===== src/shared/uotg_defs.svh =====
// Constants for the dual-role token, configuration and event-flag block.
// Assumes a 100 MHz clock and an APB register bus with 32-bit data.
//
// Summary of operation
// - Frame threshold holds ten plus packet size; 64 bytes is 0x4A.
// - Config one bit 7 enables the eye pattern test.
// - Config one bit 6 drives active-low OE while lines driven, only if transceiver disabled.
// - Config one bit 4 halts the module while the CPU idles.
// - Ping-pong field: 11 endpoints 1-15, 10 all, 01 endpoint 0 RX, 00 off.
// - Config two bit 4 switches the bus-power sense pull-up.
// - Config two bit 3 selects serial control of external transceivers, else pins.
// - Flag bit 7 sets on any ID pin change.
// - Flag bit 6 sets each time the millisecond timer expires.
// - Flag bit 5 sets when line state is stable 1 ms and differs from last.
// - Flag bit 4 sets on activity on D+, D- or bus power.
// - Flag bit 3 sets when bus power crosses A session-end threshold.
// - Flag bit 2 sets when B-device sees B session-end crossing.
// - Flag bit 0 sets when A-device sees bus-valid crossing.
// - Power threshold flags set on rising and falling crossings.
// - Full-word write of one clears a flag; partial write clears all set flags.
// - Enable bit at the same position gates each flag onto the interrupt.
// - Token busy status shows while a host token executes.
// - J indication is differential zero at low speed, one at full speed.
`ifndef UOTG_DEFS_SVH
`define UOTG_DEFS_SVH
`define UOTG_OFF_TOK 8'h00
`define UOTG_OFF_SOF 8'h04
`define UOTG_OFF_CFG1 8'h08
`define UOTG_OFF_CFG2 8'h0C
`define UOTG_OFF_FLAGS 8'h10
`define UOTG_OFF_ENABLES 8'h14
`define UOTG_OFF_STATUS 8'h18
`define UOTG_TOK_SETUP 4'hD
`define UOTG_TOK_IN 4'h9
`define UOTG_TOK_OUT 4'h1
`define UOTG_CFG1_MASK 8'hD3
`define UOTG_CFG2_MASK 8'h19
`define UOTG_FLAG_MASK 8'hFD
`define UOTG_BIT_EYE 7
`define UOTG_BIT_OEMON 6
`define UOTG_BIT_SIDL 4
`define UOTG_BIT_PULLUP 4
`define UOTG_BIT_SERSEL 3
`define UOTG_BIT_XCVRDIS 0
`define UOTG_F_ID 7
`define UOTG_F_MS 6
`define UOTG_F_LS 5
`define UOTG_F_ACT 4
`define UOTG_F_SESV 3
`define UOTG_F_BEND 2
`define UOTG_F_AVLD 0
`define UOTG_STRB_FULL 4'hF
`define UOTG_MS_NS 1000000
`define UOTG_CLK_NS 10
`define UOTG_CNT_W 20
`endif


===== src/shared/uotg_pkg.sv =====
// Types shared by the dual-role token and event block.
// Assumes the constants header is compiled alongside.
package uotg_pkg;
  typedef struct packed {
    logic [3:0] tokenType;
    logic [3:0] tokenEndpoint;
  } uotg_token_t;
  typedef enum logic [1:0] {
    UOTG_PP_OFF,
    UOTG_PP_EP0_RX,
    UOTG_PP_ALL,
    UOTG_PP_EP1_15
  } uotg_pingpong_t;
  typedef enum logic {
    UOTG_TOK_IDLE,
    UOTG_TOK_BUSY
  } uotg_tokstate_t;
endpackage


===== src/hdl/uotg_host_cfg.sv =====
// Host token launch, frame threshold, transceiver config and dual-role event flags.
// Assumes an APB4 master on the same clock and sensor pins from another domain.
`include "uotg_defs.svh"
module uotg_host_cfg import uotg_pkg::*; #(
  parameter int unsigned MS_CYCLES = `UOTG_MS_NS / `UOTG_CLK_NS
) (
  input wire logic clock,
  input wire logic rst_n,
  input wire logic psel,
  input wire logic penable,
  input wire logic pwrite,
  input wire logic [7:0] paddr,
  input wire logic [31:0] pwdata,
  input wire logic [3:0] pstrb,
  output logic [31:0] prdata,
  output logic pready,
  output logic pslverr,
  input wire logic hostMode,
  input wire logic cpuIdle,
  input wire logic lowSpeed,
  input wire logic tokenDone,
  input wire logic lineDriving,
  input wire logic idPin,
  input wire logic dPlus,
  input wire logic dMinus,
  input wire logic aSessEnd,
  input wire logic bSessEnd,
  input wire logic aBusValid,
  output uotg_token_t tokenCmd,
  output logic tokenStart,
  output logic tokenInProgress,
  output logic [7:0] frameThreshold,
  output logic eyeTestEnable,
  output logic xcvrOutEnable_n,
  output logic moduleHalted,
  output uotg_pingpong_t pingpongMode,
  output logic busPowerPullup,
  output logic externalCtrlSerial,
  output logic transceiverDisable,
  output logic irq
);

  ////////////////////////////////////////////////////////////////////////////
  function automatic logic legalToken(input logic [3:0] code);
    legalToken = (code == `UOTG_TOK_SETUP) || (code == `UOTG_TOK_IN) || (code == `UOTG_TOK_OUT);
  endfunction

  logic [7:0] cfgOne;
  logic [7:0] cfgTwo;
  logic [7:0] flags;
  logic [7:0] enables;
  logic [7:0] flagSet;
  logic [7:0] flagClr;
  logic [7:0] next_flags;
  logic [7:0] next_enables;
  logic [2:0] senseStage;
  logic [5:0] syncA;
  logic [5:0] syncB;
  logic [5:0] syncPrev;
  logic senseValid;
  logic live_j_indication;
  logic se0;
  logic [1:0] lineNow;
  logic [1:0] lineLast;
  logic [1:0] lineStable;
  logic [`UOTG_CNT_W-1:0] msCount;
  logic [`UOTG_CNT_W-1:0] lsCount;
  logic msTick;
  logic lsTick;
  logic running;
  logic accPhase;
  logic wrDone;
  logic mapped;
  logic [7:0] rdValue;
  uotg_tokstate_t tokState;

  ////////////////////////////////////////////////////////////////////////////
  // APB slave: one wait state, data and error ride with pready
  assign accPhase = psel && penable && !pready;
  assign wrDone = psel && penable && pready && pwrite && !pslverr;

  always_comb begin
    mapped = 1'b1;
    rdValue = 8'h00;
    if (paddr == `UOTG_OFF_TOK) begin
      rdValue = tokenCmd;
    end else if (paddr == `UOTG_OFF_SOF) begin
      rdValue = frameThreshold;
    end else if (paddr == `UOTG_OFF_CFG1) begin
      rdValue = cfgOne;
    end else if (paddr == `UOTG_OFF_CFG2) begin
      rdValue = cfgTwo;
    end else if (paddr == `UOTG_OFF_FLAGS) begin
      rdValue = flags;
    end else if (paddr == `UOTG_OFF_ENABLES) begin
      rdValue = enables;
    end else if (paddr == `UOTG_OFF_STATUS) begin
      rdValue = {2'b00, moduleHalted, lineStable, tokenInProgress, live_j_indication, se0};
    end else begin
      mapped = 1'b0;
    end
  end

  always_ff @(posedge clock or negedge rst_n) begin
    if (!rst_n) begin
      pready <= 1'b0;
      pslverr <= 1'b0;
      prdata <= 32'h0000_0000;
    end else begin
      pready <= accPhase;
      pslverr <= accPhase && !mapped;
      prdata <= (accPhase && !pwrite) ? {24'h00_0000, rdValue} : 32'h0000_0000;
    end
  end

  ////////////////////////////////////////////////////////////////////////////
  // Configuration registers
  always_ff @(posedge clock or negedge rst_n) begin
    if (!rst_n) begin
      cfgOne <= 8'h00;
      cfgTwo <= 8'h00;
      enables <= 8'h00;
      frameThreshold <= 8'h00;
    end else if (wrDone) begin
      if (paddr == `UOTG_OFF_CFG1) begin
        cfgOne <= pwdata[7:0] & `UOTG_CFG1_MASK;
      end else if (paddr == `UOTG_OFF_CFG2) begin
        cfgTwo <= pwdata[7:0] & `UOTG_CFG2_MASK;
      end else if (paddr == `UOTG_OFF_ENABLES) begin
        enables <= pwdata[7:0] & `UOTG_FLAG_MASK;
      end else if (paddr == `UOTG_OFF_SOF) begin
        frameThreshold <= pwdata[7:0];
      end
    end
  end

  always_ff @(posedge clock or negedge rst_n) begin
    if (!rst_n) begin
      eyeTestEnable <= 1'b0;
      xcvrOutEnable_n <= 1'b1;
      moduleHalted <= 1'b0;
      pingpongMode <= UOTG_PP_OFF;
      busPowerPullup <= 1'b0;
      externalCtrlSerial <= 1'b0;
      transceiverDisable <= 1'b0;
    end else begin
      eyeTestEnable <= cfgOne[`UOTG_BIT_EYE];
      // OE only means something with the on-chip transceiver switched off
      xcvrOutEnable_n <= !(cfgOne[`UOTG_BIT_OEMON] && cfgTwo[`UOTG_BIT_XCVRDIS] && lineDriving);
      moduleHalted <= cfgOne[`UOTG_BIT_SIDL] && cpuIdle;
      pingpongMode <= uotg_pingpong_t'(cfgOne[1:0]);
      busPowerPullup <= cfgTwo[`UOTG_BIT_PULLUP];
      externalCtrlSerial <= cfgTwo[`UOTG_BIT_SERSEL];
      transceiverDisable <= cfgTwo[`UOTG_BIT_XCVRDIS];
    end
  end

  ////////////////////////////////////////////////////////////////////////////
  // Token launch; writes while busy are stored but start nothing
  always_ff @(posedge clock or negedge rst_n) begin
    if (!rst_n) begin
      tokenCmd <= '0;
      tokenStart <= 1'b0;
      tokState <= UOTG_TOK_IDLE;
    end else begin
      tokenStart <= 1'b0;
      if (wrDone && paddr == `UOTG_OFF_TOK) begin
        tokenCmd <= pwdata[7:0];
      end
      case (tokState)
        UOTG_TOK_IDLE: begin
          if (wrDone && paddr == `UOTG_OFF_TOK && hostMode && !moduleHalted && legalToken(pwdata[7:4])) begin
            tokenStart <= 1'b1;
            tokState <= UOTG_TOK_BUSY;
          end
        end
        UOTG_TOK_BUSY: begin
          if (tokenDone) begin
            tokState <= UOTG_TOK_IDLE;
          end
        end
        default: tokState <= UOTG_TOK_IDLE;
      endcase
    end
  end
  assign tokenInProgress = (tokState == UOTG_TOK_BUSY);

  ////////////////////////////////////////////////////////////////////////////
  // Pin synchronisers: id, D+, D-, A session end, B session end, A bus valid
  always_ff @(posedge clock or negedge rst_n) begin
    if (!rst_n) begin
      syncA <= 6'h00;
      syncB <= 6'h00;
      syncPrev <= 6'h00;
      senseStage <= 3'h0;
    end else begin
      syncA <= {aBusValid, bSessEnd, aSessEnd, dMinus, dPlus, idPin};
      syncB <= syncA;
      syncPrev <= syncB;
      senseStage <= {senseStage[1:0], 1'b1};
    end
  end
  // Edges count only once syncPrev holds a real pin sample, so no false edge after reset
  assign senseValid = &senseStage;

  assign se0 = !syncB[1] && !syncB[2];
  assign live_j_indication = lowSpeed ? (!syncB[1] && syncB[2]) : (syncB[1] && !syncB[2]);
  assign lineNow = {se0, live_j_indication};
  assign running = !moduleHalted;

  ////////////////////////////////////////////////////////////////////////////
  // Millisecond timer and line-state stability counter
  always_ff @(posedge clock or negedge rst_n) begin
    if (!rst_n) begin
      msCount <= '0;
    end else if (running) begin
      msCount <= msTick ? '0 : msCount + 1'b1;
    end
  end
  assign msTick = running && (msCount == `UOTG_CNT_W'(MS_CYCLES - 1));

  // Stable state only reported once per change, hence lineStable compare
  always_ff @(posedge clock or negedge rst_n) begin
    if (!rst_n) begin
      lsCount <= '0;
      lineLast <= 2'b00;
      lineStable <= 2'b00;
    end else if (running) begin
      lineLast <= lineNow;
      if (lineNow != lineLast) begin
        lsCount <= '0;
      end else if (lsCount != `UOTG_CNT_W'(MS_CYCLES - 1)) begin
        lsCount <= lsCount + 1'b1;
      end
      if (lsTick) begin
        lineStable <= lineNow;
      end
    end
  end
  assign lsTick = running && (lineNow == lineLast) && (lsCount == `UOTG_CNT_W'(MS_CYCLES - 2))
    && (lineNow != lineStable);

  ////////////////////////////////////////////////////////////////////////////
  // Event flags: set wins over clear in the same cycle
  always_comb begin
    flagSet = 8'h00;
    flagSet[`UOTG_F_ID] = senseValid && (syncB[0] != syncPrev[0]);
    flagSet[`UOTG_F_MS] = msTick;
    flagSet[`UOTG_F_LS] = lsTick;
    flagSet[`UOTG_F_ACT] = senseValid && (syncB[5:1] != syncPrev[5:1]);
    flagSet[`UOTG_F_SESV] = senseValid && (syncB[3] != syncPrev[3]);
    flagSet[`UOTG_F_BEND] = senseValid && syncB[0] && (syncB[4] != syncPrev[4]);
    flagSet[`UOTG_F_AVLD] = senseValid && !syncB[0] && (syncB[5] != syncPrev[5]);
    flagClr = 8'h00;
    if (wrDone && paddr == `UOTG_OFF_FLAGS) begin
      flagClr = (pstrb == `UOTG_STRB_FULL) ? pwdata[7:0] : 8'hFF;
    end
    next_flags = ((flags & ~flagClr) | flagSet) & `UOTG_FLAG_MASK;
    // Irq follows the enable written in the same edge, so it never lags the register
    next_enables = enables;
    if (wrDone && paddr == `UOTG_OFF_ENABLES) begin
      next_enables = pwdata[7:0] & `UOTG_FLAG_MASK;
    end
  end

  always_ff @(posedge clock or negedge rst_n) begin
    if (!rst_n) begin
      flags <= 8'h00;
      irq <= 1'b0;
    end else begin
      flags <= next_flags;
      irq <= |(next_flags & next_enables);
    end
  end
endmodule // uotg_host_cfg


===== config.mk =====
export PLATFORM = sky130hd
export DESIGN_NAME = uotg_host_cfg
export DESIGN_NICKNAME = d
export VERILOG_FILES = /design/src/shared/uotg_pkg.sv /design/src/hdl/uotg_host_cfg.sv
export VERILOG_INCLUDE_DIRS = /design/src /design/src/shared
export SDC_FILE = /design/constraint.sdc
export NUM_CORES = 1
export LEC_CHECK = 0
export BUFFER_PORTS_ARGS = -buffer_cell sky130_fd_sc_hd__buf_2
export CAP_MARGIN = 20
export CORE_ASPECT_RATIO = 0.5
export CORE_UTILIZATION = 55
export DETAILED_ROUTE_END_ITERATION = 16
export PLACE_DENSITY = 0.89
export SETUP_SLACK_MARGIN = 0.02
export SLEW_MARGIN = 20
export SYNTH_ARGS = -nofsm -noshare
export SYNTH_HDL_FRONTEND = slang
export SYNTH_SLANG_ARGS = --single-unit

===== constraint.sdc =====
create_clock -name clock -period 2.15 [get_ports clock]
set_input_delay 0.43 -clock clock [delete_from_list [all_inputs] [get_ports clock]]
set_output_delay 0.43 -clock clock [all_outputs]
set_load 0.1 [all_outputs]

==> impl_metrics.tcl <==
set metrics [dict create \
    status "complete, but fails checks" \
    violations "negative setup slack" \
    period_minus_slack_ns 2.240 \
    io_buffer_count 72 \
    clockBufferDepth 2 \
    layoutNonFillerInstCount 813 \
    final_hold_viol_count 0 \
    cts-root-buf "clkbuf_16" \
    yosys.area_share.simple 0.1762 \
    drc_errors 0 \
    die_x_um 148.2 \
    ys.flop_type "dfrtp_1" \
    grt_pass1_vias 4837 \
    grt_pass1_wl_mm 25.50 \
    cap_viol_max_count 0 \
    gr-usage-all-layers 0.3092 \
    wl_mm 16.34 \
    power_uw 6064 \
    timing.final.crit_share 1.042 \
    crit_fanout 4 \
    multi_input_area_mm2 0.002608 \
    n_antenna_cell 0 \
    avgSynthCellArea_um2 11.07 \
    fin_setup_tns_ns -0.09047 \
    io_pins 121 \
    hpwl_mm 9.989 \
    wl_per_cell_um 20.09 \
    synthMuxAreaShare 0.08534 \
    drt-initial-drc-count 599 \
    synth_top_family_by_area "simple AND/OR/NAND/NOR gates" \
    cts_num_sinks 124 \
    via_count 4956 \
    async_flop_share 1.000 \
    start_util 0.5701 \
    fillCellCount 641 \
    powerDensity_mw_per_mm2 827.9 \
    yosysUniqueCellTypes 65 \
    startpoint_type "flip-flop" \
    synth_most_common_cell "dfrtp_1" \
    synth_top_area_cell "dfrtp_1" \
    synth-compound-area-share 0.09683 \
    crit_type "reg2reg" \
    tightest_slew_ns 0.5176 \
    drv_slew 0 \
    worstPathRequired_ns 2.44 \
    synth_edf_count 0 \
    synth.top_cell.area_share 0.5235 \
    vias_per_cell 6.096 \
    maxSlewHeadroom 0.6518 \
    syn_to_final_growth_pct 24.58 \
    power.leakage_uw 0.003486 \
    grt_max_degree 58 \
    synth_area_leaders "dfrtp_1 52%, mux2_2 7.5%, buf_4 3.2%, nor2_1 3.1%, xor2_1 3.1%" \
    rsz0062_at_grt "true" \
    dp.cells 776 \
    final_nets 723 \
    row_count 26 \
    antenna_found_initial 0 \
    ys_top_cells_by_count "123 x dfrtp_1, 49 x nor2_1, 39 x mux2_2" \
    clkLatencyLatePin_ns 0.42 \
    vdd_drop_max_uv 430.9 \
    setup_viol 1 \
    grt.overflow.total 0 \
    synth_fa_ha_area_frac 0.006384 \
    synth_cells 531 \
    syn_area_mm2 0.005879 \
    die_y_um 75.11 \
    yosysWarnings 0 \
    die-area_mm2 0.01113 \
    synth.yosys.seq_area_share 0.5280 \
    timing.final.ws_setup_ns -0.09047 \
    end_kind "flip-flop" \
    dpl_worst_slack_ns -0.06378 \
    fmax_ghz 0.4463 \
    h-tree-depth 4 \
    drive_gt1_frac 0.3224 \
    regArea_mm2 0.003113 \
    skew_ns 0.01049 \
    synth_seq_cells 124 \
    place_congestion 0.8925 \
    clkTransAtPathRegs_ns 0.06 \
    firstDrtPassIters 6 \
    core_area_mm2 0.01031 \
    synth_xor_area_frac 0.05661 \
    ant_nets 0 \
    hold_class "in2reg" \
    worstPathArrival_ns 2.53 \
    cts_buffers 17 \
    cts_tree "done" \
]
-- final cells by class --
type                            instances  area share
Sequential cell                       124      0.4250
Multi-Input combinational cell        381      0.3560
Timing Repair Buffer                  130      0.1115
Clock buffer                           22     0.06474
Tap cell                              140     0.02392
Clock inverter                         10     0.01572
Inverter                                6    0.003075
-- repair_timing --
action / CTS / global route
pin swaps: 3 / 3
gates cloned: 0 / 0
buffers inserted: 3 / 1
gates resized for setup: 2 / 7
endpoints found under the setup margin: 10 / 13
endpoints found under the hold margin: 32 / 0
hold buffers: 1 / 0
-- layout by cell type, fill, tap and decap left out, types with 5 or more instances in the layout --
master | Yosys | layout
clkbuf_16 | 0 | 17
xnor2_1 | 17 | 17
nor3_1 | 14 | 13
nor2_1 | 49 | 49
nand2b_1 | 5 | 5
conb_1 | 2 | 25
inv_1 | 6 | 6
buf_2 | 4 | 71
nor4b_1 | 7 | 7
o21ai_0 | 14 | 12
clkinvlp_4 | 0 | 6
nand4_1 | 13 | 13
nand3b_1 | 6 | 6
o21ai_1 | 4 | 6
mux2_2 | 39 | 39
or3_1 | 6 | 6
nand2_1 | 38 | 38
a21oi_1 | 12 | 12
buf_4 | 25 | 56
nor4_1 | 7 | 7
nand3_1 | 19 | 19
dfrtp_1 | 123 | 120
and4_1 | 5 | 5
a21o_1 | 5 | 5
xor2_1 | 21 | 21
-- critical path, cell delays in order (launching register included) --
cell,delay (ns)
dfrtp_4,0.47
and4b_1,0.31
nand4_1,0.27
o211a_1,0.34
a2111o_1,0.42
a211oi_2,0.20
o211ai_1,0.11
-- routing by layer --
metal,vias up,GRT usage,part of all wire,routed length [um]
met1,2372,0.3575,0.38,6273
met4,0,0.1833,0.041,668
met5,-,0,0,0
met2,371,0.5237,0.48,7793
met3,79,0.09697,0.098,1600
li1,2134,-,-,-
-- kinds of logic (layout without fill, tap and decap cells) --
| kind of cell | after synthesis | count (layout) |
|---|---|---|
| DFF | 124 | 124 |
| AOI/OAI and AO/OA | 78 | 78 |
| muxes | 44 | 44 |
| buffers and inverters | 49 | 168 |
| xor gates and xnor gates | 38 | 38 |
| adders and majority gates | 3 | 3 |
| and+or+nand+nor | 193 | 193 |
| other | 2 | 25 |
-- power by group --
| group | internal [uW] | switching (uW) | total, uW |
|---|---|---|---|
| Clock | 1790 | 1060 | 2850 |
| Sequential | 2430 | 107 | 2540 |
| Combinational | 184 | 485 | 669 |
| Total | 4410 | 1650 | 6060 |
-- per-stage QoR --
| step | util | area, um^2 | hold slack (ns) |
|---|---|---|---|
| after floorplan | - | 5981 | 0.1344 |
| after global placement | 0.6458 | 6660 | 0.3328 |
| after detailed placement | 0.6458 | 6660 | 0.3411 |
| after CTS | 0.7069 | 7289 | 0.1117 |
| after global routing | 0.7103 | 7325 | 0.1078 |
| final | 0.7103 | 7325 | 0.1148 |
-- final timing paths --
kind | from | endpoint | slack [ns] | depth (start not counted)
worst min-delay path | idPin | syncA[0] | 0.11 | 1
min in group asynchronous | rst_n | transceiverDisable | 0.51 | 2
max in group asynchronous | rst_n | pready | 0.87 | 3
worst min register to register | syncA[1] | syncB[1] | 0.35 | 0
worst max-delay path | pslverr | irq | -0.09 | 6
worst max register to register | pslverr | irq | -0.09 | 6
-- registers in the layout, summed over array words and instances (netlist names), 3 cells and up --
register / flops
enables: 7
frameThreshold: 8
tokenCmd: 8
syncA: 6
syncB: 6
senseStage: 3
cfgOne: 5
cfgTwo: 3
prdata: 8
syncPrev: 6
msCount: 20
flags: 7
lsCount: 20
No activity file was read; power rests on OpenSTA's default activity.
